<file path="config.mk">
export PLATFORM = sky130hd
export DESIGN_NAME = flash_host
export DESIGN_NICKNAME = d
export VERILOG_FILES = /design/src/hw/flash_host_pkg.sv /design/src/hw/flash_host.sv
export VERILOG_INCLUDE_DIRS = /design/src /design/src/hw
export SDC_FILE = /design/constraint.sdc
export NUM_CORES = 1
export LEC_CHECK = 0
export ABC_AREA = 0
export BUFFER_PORTS_ARGS = -buffer_cell sky130_fd_sc_hd__buf_2
export CAP_MARGIN = 40
export CORE_UTILIZATION = 55
export CTS_BUF_LIST = sky130_fd_sc_hd__clkbuf_8
export CTS_CLUSTER_SIZE = 24
export DETAILED_ROUTE_END_ITERATION = 10
export HOLD_SLACK_MARGIN = 0.15
export PLACE_DENSITY = 0.79
export SKIP_CTS_REPAIR_TIMING = 1
export SLEW_MARGIN = 20
export SYNTH_ARGS = -nofsm -noshare
export SYNTH_HDL_FRONTEND = slang
export SYNTH_SLANG_ARGS = --single-unit
</file>
<file path="constraint.sdc">
create_clock -name clock -period 5 [get_ports clock]
set_input_delay 0.75 -clock clock [delete_from_list [all_inputs] [get_ports clock]]
set_output_delay 0.75 -clock clock [all_outputs]
set_load 0.005 [all_outputs]
</file>
<file path="src/hw/flash_host_defs.svh">
// Constants for the parallel flash command host: offsets, codes, fields and timing
`ifndef FLASH_HOST_DEFS_SVH
`define FLASH_HOST_DEFS_SVH

// Bus widths toward the flash
`define FH_ADDR_W        19
`define FH_DATA_W        16

// Register word offsets on the Avalon port
`define FH_REG_CMD       3'h0
`define FH_REG_CTRL      3'h1
`define FH_REG_ADDR      3'h2
`define FH_REG_DATA      3'h3
`define FH_REG_STATUS    3'h4
`define FH_REG_RDATA     3'h5

// Operation codes written to the command register
`define FH_OP_RESET      4'h0
`define FH_OP_READ       4'h1
`define FH_OP_PROGRAM    4'h2
`define FH_OP_BYP_ENTER  4'h3
`define FH_OP_BYP_PROG   4'h4
`define FH_OP_BYP_EXIT   4'h5
`define FH_OP_SECT_ERASE 4'h6
`define FH_OP_CHIP_ERASE 4'h7
`define FH_OP_SUSPEND    4'h8
`define FH_OP_RESUME     4'h9
`define FH_OP_AUTOSEL    4'hA

// Command bytes placed on the low data byte
`define FH_CD_UNLOCK1    8'hAA
`define FH_CD_UNLOCK2    8'h55
`define FH_CD_RESET      8'hF0
`define FH_CD_PROGRAM    8'hA0
`define FH_CD_BYPASS     8'h20
`define FH_CD_BYP_EXIT1  8'h90
`define FH_CD_BYP_EXIT2  8'h00
`define FH_CD_ERASE_SET  8'h80
`define FH_CD_SECTOR     8'h30
`define FH_CD_CHIP       8'h10
`define FH_CD_SUSPEND    8'hB0
`define FH_CD_RESUME     8'h30
`define FH_CD_AUTOSEL    8'h90
`define FH_CD_UPPER      8'h00

// Unlock addresses for word and byte mode
`define FH_UA1_WORD      19'h0_0555
`define FH_UA2_WORD      19'h0_02AA
`define FH_UA1_BYTE      19'h0_0AAA
`define FH_UA2_BYTE      19'h0_0555
`define FH_ADDR_ANY      19'h0_0000

// Status data bits read back from the flash
`define FH_POLL_BIT      7
`define FH_LIMIT_BIT     5

// Status and control register bit positions
`define FH_ST_BUSY       0
`define FH_ST_DONE       1
`define FH_ST_FAIL       2
`define FH_ST_LIMIT      3
`define FH_ST_REFUSED    4
`define FH_ST_BYPASS     5
`define FH_ST_SUSP       6
`define FH_ST_SUSP_REQ   7
`define FH_CTRL_BYTE     0

// Bus cycle timing in clock cycles, and poll reads before giving up
`define FH_WE_CYC        3'h2
`define FH_RD_CYC        3'h3
`define FH_POLL_LIMIT    32'h0131_2D00

`endif

</file>
<file path="src/hw/flash_host_pkg.sv">
// Types shared by the flash command host
package flash_host_pkg;
`include "flash_host_defs.svh"

	// Sequencer states
	typedef enum logic [2:0] {
		ST_IDLE, ST_W_SETUP, ST_W_LOW, ST_W_HIGH, ST_W_END, ST_R_SETUP, ST_R_WAIT, ST_R_END
	} state_type;

	// One write cycle of a command sequence
	typedef struct packed {
		logic [`FH_ADDR_W-1:0] addr;
		logic [`FH_DATA_W-1:0] data;
	} flash_cycle_type;

	// Every flash pin the host drives
	typedef struct packed {
		logic [`FH_ADDR_W-1:0] addr;
		logic [`FH_DATA_W-1:0] dout;
		logic                  dq_oe;
		logic                  ce_n;
		logic                  we_n;
		logic                  oe_n;
	} flash_pins_type;

	localparam flash_pins_type PINS_IDLE = '{addr: '0, dout: '0, dq_oe: 1'h0,
		ce_n: 1'h1, we_n: 1'h1, oe_n: 1'h1};
endpackage

</file>
<file path="src/hw/flash_host.sv">
// Avalon-controlled host that issues command sequences to a parallel NOR flash
`timescale 1ns/1ps

module flash_host
	import flash_host_pkg::*;
#(
	parameter int unsigned POLL_LIMIT = `FH_POLL_LIMIT // Poll reads before giving up
) (
	input  wire logic                  clock,
	input  wire logic                  reset_n,
	input  wire logic [2:0]            address,
	input  wire logic                  read,
	input  wire logic                  write,
	input  wire logic [31:0]           writedata,
	output logic      [31:0]           readdata,
	output logic                       waitrequest,
	output logic      [`FH_ADDR_W-1:0] flash_addr,
	input  wire logic [`FH_DATA_W-1:0] dq_in,
	output logic      [`FH_DATA_W-1:0] dq_out,
	output logic                       dq_oe,
	output logic                       ce_n,
	output logic                       we_n,
	output logic                       oe_n
);

////////////////////////////////////////////////////////////////////////////////
// Sequence tables
	// Number of write cycles each operation issues
	function automatic logic [2:0] op_writes(input logic [3:0] op);
		case (op)
			`FH_OP_RESET, `FH_OP_SUSPEND, `FH_OP_RESUME: op_writes = 3'h1;
			`FH_OP_BYP_PROG, `FH_OP_BYP_EXIT:            op_writes = 3'h2;
			`FH_OP_BYP_ENTER, `FH_OP_AUTOSEL:            op_writes = 3'h3;
			`FH_OP_PROGRAM:                              op_writes = 3'h4;
			`FH_OP_SECT_ERASE, `FH_OP_CHIP_ERASE:        op_writes = 3'h6;
			default:                                     op_writes = 3'h0;
		endcase
	endfunction
	// Operations that end with the polling loop
	function automatic logic op_polls(input logic [3:0] op);
		case (op)
			`FH_OP_PROGRAM, `FH_OP_BYP_PROG, `FH_OP_SECT_ERASE, `FH_OP_CHIP_ERASE,
			`FH_OP_SUSPEND, `FH_OP_RESUME: op_polls = 1'h1;
			default:                       op_polls = 1'h0;
		endcase
	endfunction
	// Erase that may still be suspended
	function automatic logic op_sector(input logic [3:0] op);
		op_sector = (op == `FH_OP_SECT_ERASE) || (op == `FH_OP_RESUME);
	endfunction
	// Address and data of write cycle idx; upper byte zero except on a program data cycle
	function automatic flash_cycle_type cmd_cycle(input logic [3:0] op, input logic [2:0] idx,
			input logic byte_mode, input logic [`FH_ADDR_W-1:0] loc,
			input logic [`FH_DATA_W-1:0] val);
		logic [`FH_ADDR_W-1:0] a1;
		logic [`FH_ADDR_W-1:0] a2;
		logic [7:0]            cd;
		a1 = byte_mode ? `FH_UA1_BYTE : `FH_UA1_WORD;
		a2 = byte_mode ? `FH_UA2_BYTE : `FH_UA2_WORD;
		// Shared unlock pattern: idx 0/3 first unlock, 1/4 second
		cmd_cycle.addr = (idx == 3'h1 || idx == 3'h4) ? a2 : a1;
		cd = (idx == 3'h1 || idx == 3'h4) ? `FH_CD_UNLOCK2 : `FH_CD_UNLOCK1;
		case (op)
			`FH_OP_RESET:   cd = `FH_CD_RESET;
			`FH_OP_SUSPEND: cd = `FH_CD_SUSPEND;
			`FH_OP_RESUME:  cd = `FH_CD_RESUME;
			`FH_OP_BYP_PROG:   cd = idx[0] ? val[7:0] : `FH_CD_PROGRAM;
			`FH_OP_BYP_EXIT:   cd = idx[0] ? `FH_CD_BYP_EXIT2 : `FH_CD_BYP_EXIT1;
			`FH_OP_PROGRAM:    if (idx == 3'h2) cd = `FH_CD_PROGRAM;
			`FH_OP_BYP_ENTER:  if (idx == 3'h2) cd = `FH_CD_BYPASS;
			`FH_OP_AUTOSEL:    if (idx == 3'h2) cd = `FH_CD_AUTOSEL;
			`FH_OP_SECT_ERASE, `FH_OP_CHIP_ERASE: begin
				if (idx == 3'h2) cd = `FH_CD_ERASE_SET;
				if (idx == 3'h5) cd = (op == `FH_OP_CHIP_ERASE) ? `FH_CD_CHIP : `FH_CD_SECTOR;
			end
			default: cd = `FH_CD_RESET;
		endcase
		cmd_cycle.data = {`FH_CD_UPPER, cd};
		// Final cycle of program or sector erase carries the target; sector sits in top bits
		if ((op == `FH_OP_PROGRAM && idx == 3'h3) || (op == `FH_OP_BYP_PROG && idx == 3'h1))
			cmd_cycle = '{addr: loc, data: val};
		if (op == `FH_OP_SECT_ERASE && idx == 3'h5)
			cmd_cycle.addr = loc;
	endfunction
	// Pins for the setup phase of a write cycle
	function automatic flash_pins_type wr_pins(input flash_cycle_type c);
		wr_pins = '{addr: c.addr, dout: c.data, dq_oe: 1'h1, ce_n: 1'h0, we_n: 1'h1,
			oe_n: 1'h1};
	endfunction
	// Pins for a read cycle at loc
	function automatic flash_pins_type rd_pins(input logic [`FH_ADDR_W-1:0] loc);
		rd_pins = '{addr: loc, dout: '0, dq_oe: 1'h0, ce_n: 1'h0, we_n: 1'h1, oe_n: 1'h0};
	endfunction
////////////////////////////////////////////////////////////////////////////////
// State
	state_type             state_reg, state_next;       // Sequencer state
	logic [3:0]            op_reg, op_next;             // Running operation
	logic [2:0]            step_reg, step_next;         // Write cycle index
	logic [2:0]            cnt_reg, cnt_next;           // Strobe and access wait
	logic [31:0]           poll_reg, poll_next;         // Poll reads so far
	logic                  final_reg, final_next;       // Poll done, data read pending
	logic                  limit_reg, limit_next;       // Timing-limit flag seen
	logic                  busy_reg, busy_next;         // Operation in flight
	logic                  done_reg, done_next;         // Last operation ended
	logic                  fail_reg, fail_next;         // Last operation failed
	logic                  refused_reg, refused_next;   // Last command refused
	logic                  bypass_reg, bypass_next;     // Device is in bypass mode
	logic                  susp_reg, susp_next;         // Erase is suspended
	logic                  sreq_reg, sreq_next;         // Suspend wanted during erase
	logic                  byte_reg, byte_next;         // Byte-mode addressing
	logic [`FH_ADDR_W-1:0] addr_reg, addr_next;         // Target location
	logic [`FH_DATA_W-1:0] data_reg, data_next;         // Value to program
	logic [`FH_DATA_W-1:0] rdata_reg, rdata_next;       // Last word read
	flash_pins_type        pins_reg, pins_next;         // Flash pin drivers
	logic [31:0]           rd_reg, rd_next;             // Avalon read data
	logic                  wait_reg, wait_next;         // Avalon waitrequest
	logic [31:0]           status_word;                 // Status register image
	logic [3:0]            wop;                         // Opcode being written
	logic                  go;                          // Start accepted
	logic                  exp_bit;                     // Polling bit when done
	assign readdata    = rd_reg;
	assign waitrequest = wait_reg;
	assign flash_addr  = pins_reg.addr;
	assign dq_out      = pins_reg.dout;
	assign dq_oe       = pins_reg.dq_oe;
	assign ce_n        = pins_reg.ce_n;
	assign we_n        = pins_reg.we_n;
	assign oe_n        = pins_reg.oe_n;
	assign wop         = writedata[3:0];
	// Program waits for the true bit, erase and suspend for a one
	assign exp_bit = (op_reg == `FH_OP_PROGRAM || op_reg == `FH_OP_BYP_PROG) ?
		data_reg[`FH_POLL_BIT] : 1'h1;
	// Status register image
	always_comb begin
		status_word                  = '0;
		status_word[`FH_ST_BUSY]     = busy_reg;
		status_word[`FH_ST_DONE]     = done_reg;
		status_word[`FH_ST_FAIL]     = fail_reg;
		status_word[`FH_ST_LIMIT]    = limit_reg;
		status_word[`FH_ST_REFUSED]  = refused_reg;
		status_word[`FH_ST_BYPASS]   = bypass_reg;
		status_word[`FH_ST_SUSP]     = susp_reg;
		status_word[`FH_ST_SUSP_REQ] = sreq_reg;
	end
////////////////////////////////////////////////////////////////////////////////
// Next-state logic: Avalon slave and flash sequencer
	always_comb begin
		state_next = state_reg;  op_next = op_reg;        step_next = step_reg;
		cnt_next = cnt_reg;      poll_next = poll_reg;    final_next = final_reg;
		limit_next = limit_reg;  busy_next = busy_reg;    done_next = done_reg;
		fail_next = fail_reg;    refused_next = refused_reg;
		bypass_next = bypass_reg; susp_next = susp_reg;   sreq_next = sreq_reg;
		byte_next = byte_reg;    addr_next = addr_reg;    data_next = data_reg;
		rdata_next = rdata_reg;  pins_next = pins_reg;    rd_next = rd_reg;
		wait_next = 1'h1;
		go = 1'h0;
		// One wait cycle per access; read data latched for the release edge
		if ((read || write) && wait_reg) begin
			wait_next = 1'h0;
			case (address)
				`FH_REG_CMD:    rd_next = {28'h000_0000, op_reg};
				`FH_REG_CTRL:   rd_next = {31'h0000_0000, byte_reg};
				`FH_REG_ADDR:   rd_next = {13'h0000, addr_reg};
				`FH_REG_DATA:   rd_next = {16'h0000, data_reg};
				`FH_REG_STATUS: rd_next = status_word;
				`FH_REG_RDATA:  rd_next = {16'h0000, rdata_reg};
				default:        rd_next = 32'h0000_0000;
			endcase
		end
		// Writes take effect on the edge that ends the acknowledge cycle
		if (write && !wait_reg) begin
			case (address)
				`FH_REG_CTRL: byte_next = writedata[`FH_CTRL_BYTE];
				`FH_REG_ADDR: addr_next = writedata[`FH_ADDR_W-1:0];
				`FH_REG_DATA: data_next = writedata[`FH_DATA_W-1:0];
				`FH_REG_CMD: begin
					if (wop == `FH_OP_SUSPEND && busy_reg && op_sector(op_reg))
						sreq_next = 1'h1;
					else if (busy_reg || wop > `FH_OP_AUTOSEL ||
							(wop == `FH_OP_SUSPEND) ||
							(wop == `FH_OP_BYP_PROG && !bypass_reg) ||
							(wop == `FH_OP_RESUME && !susp_reg) ||
							(wop == `FH_OP_SECT_ERASE && susp_reg) ||
							(wop == `FH_OP_CHIP_ERASE && susp_reg))
						refused_next = 1'h1;
					else
						go = 1'h1;
				end
				default: ;
			endcase
		end
		case (state_reg)
			ST_IDLE: begin
				if (go) begin
					op_next = wop;      step_next = 3'h0;    poll_next = '0;
					final_next = 1'h0;  limit_next = 1'h0;   busy_next = 1'h1;
					done_next = 1'h0;   fail_next = 1'h0;    refused_next = 1'h0;
					if (op_writes(wop) != 3'h0) begin
						pins_next  = wr_pins(cmd_cycle(wop, 3'h0, byte_reg, addr_reg, data_reg));
						state_next = ST_W_SETUP;
					end else begin
						pins_next  = rd_pins(addr_reg);
						state_next = ST_R_SETUP;
					end
				end
			end
			ST_W_SETUP: begin
				pins_next.we_n = 1'h0;
				cnt_next       = `FH_WE_CYC - 3'h1;
				state_next     = ST_W_LOW;
			end
			ST_W_LOW: begin
				cnt_next = cnt_reg - 3'h1;
				if (cnt_reg == 3'h0) begin
					pins_next.we_n = 1'h1;
					state_next     = ST_W_HIGH;
				end
			end
			ST_W_HIGH: begin
				// Data stays driven one cycle past the rising strobe
				pins_next.ce_n  = 1'h1;
				pins_next.dq_oe = 1'h0;
				state_next      = ST_W_END;
			end
			ST_W_END: begin
				if (step_reg + 3'h1 < op_writes(op_reg)) begin
					step_next  = step_reg + 3'h1;
					pins_next  = wr_pins(cmd_cycle(op_reg, step_reg + 3'h1, byte_reg,
						addr_reg, data_reg));
					state_next = ST_W_SETUP;
				end else begin
					case (op_reg)
						`FH_OP_BYP_ENTER: bypass_next = 1'h1;
						`FH_OP_BYP_EXIT:  bypass_next = 1'h0;
						`FH_OP_SUSPEND:   susp_next   = 1'h1;
						`FH_OP_RESUME:    susp_next   = 1'h0;
						default: ;
					endcase
					if (op_polls(op_reg) || op_reg == `FH_OP_AUTOSEL) begin
						// Poll at the target; autoselect reads the code offset
						pins_next  = rd_pins(addr_reg);
						state_next = ST_R_SETUP;
					end else begin
						busy_next = 1'h0;  done_next = 1'h1;  state_next = ST_IDLE;
					end
				end
			end
			ST_R_SETUP: begin
				cnt_next   = `FH_RD_CYC - 3'h1;
				state_next = ST_R_WAIT;
			end
			ST_R_WAIT: begin
				cnt_next = cnt_reg - 3'h1;
				if (cnt_reg == 3'h0) begin
					rdata_next     = dq_in;
					pins_next.ce_n = 1'h1;
					pins_next.oe_n = 1'h1;
					state_next     = ST_R_END;
				end
			end
			ST_R_END: begin
				pins_next  = rd_pins(addr_reg);
				state_next = ST_R_SETUP;
				if (!op_polls(op_reg) || final_reg) begin
					busy_next = 1'h0;  done_next = 1'h1;  sreq_next = 1'h0;
					pins_next = PINS_IDLE;
					state_next = ST_IDLE;
				end else if (sreq_reg && op_sector(op_reg)) begin
					sreq_next  = 1'h0;
					op_next    = `FH_OP_SUSPEND;
					step_next  = 3'h0;
					final_next = 1'h0;
					pins_next  = wr_pins(cmd_cycle(`FH_OP_SUSPEND, 3'h0, byte_reg,
						addr_reg, data_reg));
					state_next = ST_W_SETUP;
				end else if (rdata_reg[`FH_POLL_BIT] == exp_bit) begin
					final_next = 1'h1;
				end else if (limit_reg || poll_reg == POLL_LIMIT) begin
					busy_next = 1'h0;  done_next = 1'h1;  fail_next = 1'h1;
					sreq_next = 1'h0;
					pins_next = PINS_IDLE;
					state_next = ST_IDLE;
				end else begin
					limit_next = rdata_reg[`FH_LIMIT_BIT];
					poll_next  = poll_reg + 32'h0000_0001;
				end
			end
			default: begin
				pins_next  = PINS_IDLE;
				state_next = ST_IDLE;
			end
		endcase
	end
////////////////////////////////////////////////////////////////////////////////
// Registers
	always_ff @(posedge clock or negedge reset_n) begin
		if (!reset_n) begin
			state_reg <= ST_IDLE;   op_reg <= `FH_OP_RESET; step_reg <= 3'h0;
			cnt_reg <= 3'h0;        poll_reg <= '0;         final_reg <= 1'h0;
			limit_reg <= 1'h0;      busy_reg <= 1'h0;       done_reg <= 1'h0;
			fail_reg <= 1'h0;       refused_reg <= 1'h0;    bypass_reg <= 1'h0;
			susp_reg <= 1'h0;       sreq_reg <= 1'h0;       byte_reg <= 1'h0;
			addr_reg <= '0;         data_reg <= '0;         rdata_reg <= '0;
			pins_reg <= PINS_IDLE;  rd_reg <= '0;           wait_reg <= 1'h1;
		end else begin
			state_reg <= state_next; op_reg <= op_next;      step_reg <= step_next;
			cnt_reg <= cnt_next;     poll_reg <= poll_next;  final_reg <= final_next;
			limit_reg <= limit_next; busy_reg <= busy_next;  done_reg <= done_next;
			fail_reg <= fail_next;   refused_reg <= refused_next;
			bypass_reg <= bypass_next; susp_reg <= susp_next; sreq_reg <= sreq_next;
			byte_reg <= byte_next;   addr_reg <= addr_next;  data_reg <= data_next;
			rdata_reg <= rdata_next; pins_reg <= pins_next;  rd_reg <= rd_next;
			wait_reg <= wait_next;
		end
	end
endmodule // flash_host

</file>
### Word level (Yosys, flattened, before mapping)

Memory sizes are Yosys's and may differ from the RTL's.
Index checks and enable logic that the tools add are counted.

| storage, ports and cells | value |
|---|---|
| flip-flop bits (word level) | 178 |
| bits in read-only memories | 96 |
| bits of input ports | 55 |
| output and inout bits | 72 |
| logic and storage cells | 267 |
| memories kept | 2 |

| operators by class | value |
|---|---|
| add/subtract/negate cells | 3 |
| magnitude comparators | 2 |
| equal/unequal tests | 54 |
| muxes and demuxes | 114 |
| bitwise logic cells | 1 |
| reductions and logical operators | 65 |

Memory list:

| name | words | bits a word | rd ports | clocked after memory_dff | wr ports | RTL line | text |
|---|---|---|---|---|---|---|---|
| (name not given) | 16 | 3 | 1 | 0 | 0 | flash_host.sv:30 | `case (op)` |
| (name not given) | 16 | 3 | 1 | 0 | 0 | flash_host.sv:30 |  |

Operators by type and width:

| kind | count |
|---|---|
| $mux 39 | 8 |
| $mux 32 | 5 |
| $pmux 19 s6 | 1 |
| $pmux 35 s3 | 1 |
| $mux 8 | 8 |
| $pmux 32 s2 | 1 |
| $pmux 8 s8 | 1 |
| $mux 3 | 17 |
| $mux 1 | 47 |
| $pmux 8 s5 | 1 |
| $mux 19 | 2 |
| $mux 35 | 1 |
| $add 32x1->32 const B | 1 |
| $eq 32x25->1 const B | 1 |
| $eq 4x3->1 const B | 8 |
| $eq 3x3->1 const B | 8 |
| $eq 4x4->1 const B | 6 |
| $ne 2x2->1 const B | 12 |
| $pmux 3 s8 | 1 |
| $reduce_and 4->1 | 5 |
| $eq 3x2->1 const B | 6 |
| $pmux 3 s3 | 2 |
| $eq 4x2->1 const B | 4 |
| $ne 3x3->1 const B | 5 |
| 32 further kinds | 87 |

### Logic depth before layout (Yosys ltp)

Gate-level depths: netlist of the first run.

| depth | value |
|---|---|
| depth in word-level cells | 17 |
| depth in mapped cells | 14 |
| gate-level depth less buffers | 12 |

### Worst setup path before layout of the first run

Ideal clock, no wire load.

| timing | value |
|---|---|
| path type | input-to-reg |
| start | input port writedata[0] |
| end | register poll_reg[18] |
| setup time | 0.078 ns |
| arrival time | 3.129 ns |
| data required time | 4.922 ns |
| setup slack | 1.793 ns |
| cell stages on the path | 9 |
| buffers on the path | 1 |
| path through | inv_1 -> ha_1 -> or2_0 -> a221o_1 -> a2111o_1 -> a211o_1 -> buf_2 -> or4_1 -> a21oi_1 |

| on the way | value |
|---|---|
| cells in the longest elaborated chain, start to end | 13 |
| elaborated cells between the ends (all ways) | 24 |
| classes of those cells | order compare: 1; eq/ne: 6; mux: 4; reduce/logical: 13 |

RTL lines:

| element | RTL line | text |
|---|---|---|
| start: declaration | flash_host.sv:14 | `input wire logic [31:0] writedata,` |
| $gt 4x4->1 (no line) | -- |  |
| $logic_or 1x1->1 (no line) | -- |  |
| $logic_or 1x1->1 (5 in series) | flash_host.sv:179 | `` else if (busy_reg \|\| wop > `FH_OP_AUTOSEL \|\| `` |
| $mux 1 | flash_host.sv:179 |  |
| $mux 1 (*) | flash_host.sv:177 | `` if (wop == `FH_OP_SUSPEND && busy_reg && op_sector(op_reg)) `` |
| $mux 1 (*) | flash_host.sv:172 | `case (address)` |
| $mux 1 (*) | flash_host.sv:171 | `if (write && !wait_reg) begin` |
| $ne 2x2->1 (no line) (*) | -- |  |
| $reduce_and 6->1 (no line) (*) | -- |  |
| end signal: assignment | flash_host.sv:307 | `cnt_reg <= cnt_next; poll_reg <= poll_next; final_reg <= final_next;` |
| end: declaration | flash_host.sv:100 | `logic [31:0] poll_reg, poll_next;` |

Every way passes the cells marked *; elsewhere a longest branch is shown, timed or not.
A chain may end at the register's enable or synchronous reset.

### Worst setup path after layout of the first run

| timing | value |
|---|---|
| start | register op_reg[0] |
| end | register pins_reg (netlist bit dq_out[3]) |

| on the way | value |
|---|---|
| cells in the longest elaborated chain, start to end | 8 |
| elaborated cells between the ends (all ways) | 43 |
| classes of those cells | order compare: 1; eq/ne: 12; mux: 16; reduce/logical: 13; memory: 1 |

RTL lines:

| element | RTL line | text |
|---|---|---|
| start: declaration | flash_host.sv:97 | `logic [3:0] op_reg, op_next;` |
| start signal: assignment | flash_host.sv:306 | `state_reg <= state_next; op_reg <= op_next; step_reg <= step_next;` |
| parallel branches: the longest is 8 deep, another holds $mem_v2 16x3 | -- |  |
| end signal: assignment | flash_host.sv:312 | `rdata_reg <= rdata_next; pins_reg <= pins_next; rd_reg <= rd_next;` |
| end: declaration | flash_host.sv:114 | `flash_pins_type pins_reg, pins_next;` |

Several ways; the timed one is not identified. The select of a mux whose other input is x is not followed.

==> summary.md, run 1 <==
| Metric | Value |
|---|---|
| Initial antenna violation count | `0` |
| Wl on met1 | `10.8 mm` |
| Seq/Total Area, Yosys | `45.3%` |
| CP max stage delay | `900 ps` |
| Port bufs | `100` |
| Synth Register Bits | `165` |
| Max clock buf depth | `2` |
| Fmax achieved | `0.256 GHz` |
| DR vias | `8018` |
| Asr flop ratio synth | `100%` |
| Fin cells | `1250` |
| Worst-path cell chain | `inv_1 -> ha_1 -> nand2_1 -> nand2_1 -> o31ai_1 -> ha_1 -> nor4b_1 -> a22o_1 -> nand2_1 -> o41ai_1 -> nand2_1 -> a21oi_1` |
| Worst Path Arrival | `4310 ps` |
| DR pass1 iterations | `6` |
| Critical Path End Type | `register` |
| Final ANT Viol Nets | `0` |
| CTS clk-pin slew, worst paths | `100 ps` |
| Post-DR wirelength/cell | `19.2 microns` |
| Share of the synthesized area in the top cell type | `44.2%` |
| Critical Path RT | `5410 ps` |
| Clk_lat worst skew | `480 ps` |
| TNS Setup | `0 ps` |
| Worst flop-to-flop path endpoint | `dq_out[3]` |
| Most common cell after layout, fill and taps aside | `dfrtp_1` |
| Layout cell share with drive strength beyond 1 | `21.6%` |
| Initial Util | `56.8%` |
| Met2 WL post-DR | `11.0 mm` |
| Switching power | `0.00232 W` |
| Peak supply drop | `0.000238 V` |
| Final Slew Violations | `0` |
| P_int | `0.00308 W` |
| NumNets Final | `1096` |
| # rows | `46` |
| Slowest CP cell | `o41ai_1` |
| Comb power frac | `41.9%` |
| Mean Syn Cell Area | `9.72 sq um` |
| Clk_skew | `21.9 ps` |
| Boundary Pins | `127` |
| Core area | `16100 sq um` |
| Sw Share | `43.0%` |
| Clk pwr share | `18.8%` |
| Root buf cell | `clkbuf_8` |
| DR WL met3 | `1.75 mm` |
| Die Span Y | `131 microns` |
| Clk sinks | `165` |
| Crit Path Class | `reg2reg` |
| Die X | `131 microns` |
| Max reg flops | `32` |
| Cells on worst reg2reg path | `12` |
| Period utilisation layout | `78.0%` |
| Mapped Cells | `939` |
| Final setup margin | `1100 ps` |
| CTS H-tree depth | `4` |
| TritonCTS clock tree | `yes` |
| Top Layer Used | `met4` |
| HPWL after detailed placement | `17.1 mm` |
| Placed insts | `1217` |
| Reg-to-reg startpoint | `op_reg[0]` |
| DP Worst Slack | `1250 ps` |
| Status | `finished clean` |
| P per Cell Area | `529 nW/um^2` |
| Leak | `4.58 nW` |
| Final wirelength | `24.0 mm` |
| Share of power burned in registers | `39.3%` |
| Post-synth EDFFs | `0` |
| Netlist cell types | `75` |
| Synth top area cells | `dfrtp_1 (44%), mux2_2 (7.0%), o21ai_0 (3.5%)` |
| DRC viols | `0` |
| Area Growth Syn to Fin | `12.0%` |
| Ys flop type | `dfrtp_1` |
| Setup repair after global routing missed its margin | `no` |
| Total GRT Usage | `29.3%` |
| Max-cap violation count | `0` |
| Largest net degree at the start of global routing | `75` |
| Crit-path max FO | `12` |
| Commonest cells after routing, fill and taps aside | `dfrtp_1 (161), buf_2 (99), nand2_1 (78)` |
| Area leader, netlist | `dfrtp_1` |
| Endpoints failing hold | `0` |
| Starting DRC count in detailed routing | `980` |
| First-pass GRT wire length | `38.4 mm` |
| Flop-to-flop setup slack | `1100 ps` |
| Final min period | `3900 ps` |
| CP dominant cell by count | `nand2_1` |
| Crit start category | `register` |
| Number of global-route vias before repair | `7323` |
| GRT overflow | `0` |
| Final Setup Violations | `0` |
| Worst hold-check path type | `in2async` |
| Die area | `17100 sq um` |
| Cell area after synthesis | `9130 sq um` |
| Routed vias/inst | `6.41` |
| YS warnings | `0` |
| GPL Wtd Cong | `0.959` |
| TritonCTS Buffers | `17` |
| Actual slew at the worst max-slew pin | `885 ps` |
| Worst slew margin | `40.2%` |
| ANT cells | `0` |
-- through the flow --
step	util, %	hold WS (ps)	area (sq um)	power, W
4_1_cts	63.6	143	10200	0.00537
6_report	63.7	149	10200	0.00540
2_1_floorplan	-	454	9170	0.00363
3_5_place_dp	61.0	466	9790	0.00436
3_3_place_gp	60.7	460	9740	0.00430
5_1_grt	63.7	157	10200	0.00577
-- cell usage after synthesis (11+ instances only) --
library cell and number:
nand4_1 16, nor3_1 15, dfrtp_1 161, ha_1 20, buf_4 13, or4_1 22, a31oi_1 15, clkbuf_1 47
a21oi_1 52, nand2_1 78, a22oi_1 12, nor2_1 69, inv_1 20, o21ai_0 63, nand3_1 24, o22ai_1 11
mux2i_1 23, mux2_2 57, o31ai_1 27, a22o_1 34
-- power groups by stage --
stage	Sequential [W]	Clock [W]	Combinational (W)
finish	0.00212	0.00102	0.00227
global route	0.00218	0.00107	0.00252
global placement	0.00212	0	0.00218
floorplan	0.00196	0	0.00167
detailed placement	0.00213	0	0.00223
CTS	0.00211	0.00102	0.00224
-- worst max path at each step --
stage / start / endpoint / slack, ps / cells past startpoint
5_1_grt: op_reg[0] / dq_out[3] / 880 / 12
6_report: op_reg[0] / dq_out[3] / 1100 / 12
3_5_place_dp: step_reg[0] / dq_out[3] / 1250 / 10
2_1_floorplan: writedata[0] / poll_reg[18] / 1790 / 9
3_3_place_gp: step_reg[0] / dq_out[3] / 1070 / 9
4_1_cts: op_reg[0] / dq_out[3] / 1240 / 12
-- critical path: cells and delay by family, from the launching register on --
kind | cells | cell delay (ps)
AO/OA/AOI/OAI | 4 | 1540
flip-flops | 1 | 470
buffers and inverters | 1 | 140
adder cells (fa/ha/maj) | 2 | 650
AND/OR/NAND/NOR | 5 | 1030
-- metal layers --
metal  track usage (%)  up-vias
met3              5.62       43
li1                  -     3683
met5                 0        -
met4              8.92        0
met2              43.7      366
met1              43.2     3926
-- logic make-up (layout without fill, tap and decap cells) --
kind of cell / count (synthesis) / in the layout / synth area share (%)
multiplexers: 80 / 80 / 9.56
XOR/XNOR: 2 / 2 / 0.192
other: 1 / 13 / 0.0411
flip-flops: 165 / 165 / 45.3
adder cells (fa/ha/maj): 20 / 20 / 2.74
AND/OR/NAND/NOR: 298 / 298 / 16.8
buffers and inverters: 89 / 172 / 4.24
AO/OA/AOI/OAI: 284 / 284 / 21.1
-- cell type report --
cell class / count / area (sq um)
Clock inverter: 13 / 154
Multi-Input combinational cell: 697 / 4650
Tap cell: 216 / 270
Sequential cell: 165 / 4130
Timing Repair Buffer: 117 / 666
Fill cell: 1296 / 5830
Clock buffer: 19 / 262
Inverter: 23 / 86.3
No activity file was read; power rests on OpenSTA's default activity.
==> inputs of run 2 (changes only) <==
clock period = 3.76 ns   (was 5 ns; I/O delays follow)
==> run 2 against run 1 <==
- worst hold slack gained 160 ps
- utilization grew 0.62 points
- non-clock buffer count grew 15
- cell count grew 1.2%
- via count shrank 1.8%
- critical path type unchanged
- combinational power grew 39%
- highest routed layer unchanged
- global-route usage shrank 0.18 points
==> summary.md, run 2 (synthesized netlist as in run 1, its figures left out) <==
| Metric | Value |
|---|---|
| DR pass1 iterations | `5 (-1)` |
| DR vias | `7870 (-1.8%)` |
| Final Util | `64.3% (+0.62 points)` |
| Slowest CP cell | `a221oi_1` |
| CTS clk-pin slew, worst paths | `100 ps (about the same)` |
| Port bufs | `100 (unchanged)` |
| Status | `finished clean` |
| TritonCTS Buffers | `17 (unchanged)` |
| Endpoints failing hold | `0 (unchanged)` |
| Reg-to-reg startpoint | `step_reg[0]` |
| Final wirelength | `23.8 mm (-1.1%)` |
| Final Slew Violations | `0 (unchanged)` |
| Final hold slack | `311 ps (+162 ps)` |
| Worst flop-to-flop path endpoint | `flash_addr[2]` |
| DRC viols | `0 (unchanged)` |
| GPL Wtd Cong | `0.953 (-0.60%)` |
| Starting DRC count in detailed routing | `836 (-15%)` |
| Number of global-route vias before repair | `7255 (-0.93%)` |
| Clk sinks | `165 (unchanged)` |
| NumNets Final | `1111 (+1.4%)` |
| TNS Setup | `0 ps (unchanged)` |
| DP Worst Slack | `262 ps (-990 ps)` |
| Crit path to | `flash_addr[2]` |
| # rows | `46 (unchanged)` |
| CTS H-tree depth | `4 (unchanged)` |
| Die Span Y | `131 microns (unchanged)` |
| Most common cell after layout, fill and taps aside | `dfrtp_1` |
| CP max stage delay | `620 ps (-280 ps)` |
| Flop-to-flop setup slack | `580 ps (-520 ps)` |
| Actual slew at the worst max-slew pin | `651 ps (-234 ps)` |
| Final min period | `3180 ps (-720 ps)` |
| GRT overflow | `0 (unchanged)` |
| Die area | `17100 sq um (unchanged)` |
| Peak supply drop | `0.000378 V (+59%)` |
| Max-cap violation count | `0 (unchanged)` |
| Critical Path RT | `4090 ps (-1320 ps)` |
| ANT cells | `0 (unchanged)` |
| Initial antenna violation count | `0 (unchanged)` |
| Critical Path End Type | `register` |
| Worst hold-check path type | `in2reg` |
| Final setup margin | `579 ps (-520 ps)` |
| CP top delay family | `compound AO/OA/AOI/OAI gates` |
| Final Setup Violations | `0 (unchanged)` |
| Post-DR wirelength/cell | `18.8 microns (-2.2%)` |
| Die X | `131 microns (unchanged)` |
| Max reg flops | `32 (unchanged)` |
| TritonCTS clock tree | `yes` |
| Routed vias/inst | `6.22 (-3.0%)` |
| Worst slew margin | `56.3% (+16 points)` |
| Crit path from | `step_reg[0]` |
| Crit start category | `register` |
| Max clock buf depth | `2 (unchanged)` |
| Commonest cells after routing, fill and taps aside | `dfrtp_1 (161), buf_2 (99), nand2_1 (78)` |
| Total GRT Usage | `29.1% (-0.18 points)` |
| Worst-path cell chain | `ha_1 -> xor2_1 -> ha_1 -> nor4b_1 -> a221oi_2 -> nand3_1 -> o211ai_1 -> a221oi_1 -> o22ai_1` |
| Initial Util | `56.8% (unchanged)` |
| Setup repair after global routing missed its margin | `no` |
| Fmax achieved | `0.314 GHz (+23%)` |
| Layout cell share with drive strength beyond 1 | `22.5% (+0.93 points)` |
| HPWL after detailed placement | `17.2 mm (+0.43%)` |
| Largest net degree at the start of global routing | `84 (+12%)` |
| Boundary Pins | `127 (unchanged)` |
| Stages on worst setup path | `9 (-3)` |
| Cells on worst reg2reg path | `9 (-3)` |
| P per Cell Area | `697 nW/um^2 (+32%)` |
| Leak | `4.64 nW (+1.4%)` |
| Core area | `16100 sq um (unchanged)` |
| Crit Path Class | `reg2reg` |
| Area Growth Syn to Fin | `13.1%` |
| Worst Path Buf+Inv | `0 (-1)` |
| Crit-path max FO | `13 (+1)` |
| Final ANT Viol Nets | `0 (unchanged)` |
| Worst Path Arrival | `3510 ps (-800 ps)` |
| First-pass GRT wire length | `38.1 mm (-0.77%)` |
| Period utilisation layout | `84.6% (+6.6 points)` |
| Filler Cell Count | `1291 (-0.39%)` |
| Clk_skew | `13.5 ps (-8.43 ps)` |
| CP dominant cell by count | `ha_1` |
| Root buf cell | `clkbuf_8` |
| Clk_lat worst skew | `480 ps (about the same)` |
==> run 2: cell types whose count changed in the layout (fill, tap and decap cells not counted), sizes merged <==
cell	delta
clkinvlp	+1
clkbuf	-1
dlygate4sd3	+1
buf	+14
==> run 2: worst min path at each step <==
stage / startpoint / to / slack [ps] / depth (start not counted)
4_1_cts: reset_n / poll_reg[14] / 150 / 1
2_1_floorplan: reset_n / addr_reg[0] / 270 / 0
3_3_place_gp: readdata[0] / readdata[0] / 460 / 2
6_report: dq_in[12] / rdata_reg[12] / 310 / 2
3_5_place_dp: readdata[0] / readdata[0] / 470 / 2
5_1_grt: dq_in[12] / rdata_reg[12] / 300 / 2
==> run 2: through the flow <==
step	cells	instance area [sq um]	power [W]
2_1_floorplan	951	9170	0.00483
3_3_place_gp	1228	9860	0.00579
3_5_place_dp	1229	9870	0.00588
4_1_cts	1261	10300	0.00715
5_1_grt	1265	10300	0.00771
6_report	1265	10300	0.00720
==> run 2: where the power goes <==
| group | leakage (nW) | switching [W] | total (W) | internal (W) |
|---|---|---|---|---|
| sequential | 2.10 | 0.000481 | 0.00277 | 0.00229 |
| clock | 0.198 | 0.000714 | 0.00127 | 0.000561 |
| combinational | 2.34 | 0.00187 | 0.00315 | 0.00128 |
| total | 4.64 | 0.00307 | 0.00720 | 0.00413 |
==> run 2: layout make-up <==
| type | count | area [sq um] | share of cell area [%] |
|---|---|---|---|
| Inverter | 23 | 86.3 | 0.836 |
| Timing Repair Buffer | 132 | 793 | 7.68 |
| Clock inverter | 14 | 140 | 1.36 |
| Sequential cell | 165 | 4130 | 40.0 |
| Tap cell | 216 | 270 | 2.62 |
| Clock buffer | 18 | 248 | 2.40 |
| Multi-Input combinational cell | 697 | 4650 | 45.1 |
==> run 2: metal layers <==
metal / routed length [microns] / part of all wire, % / track usage, % / vias to the layer above
li1: - / - / - / 3728
met1: 10800 / 45 / 43.0 / 3787
met2: 10800 / 45 / 42.5 / 320
met3: 1770 / 7.4 / 6.51 / 35
met4: 460 / 1.9 / 9.47 / 0
met5: 0 / 0 / 0 / -
==> run 2: worst reg2reg max path: cells and delay by family (launching register included) <==
kind                       cells  cell delay [ps]
and+or+nand+nor                2              620
AOI/OAI and AO/OA              4             1210
adders and majority gates      2              530
xor gates and xnor gates       1              160
DFF                            1              530
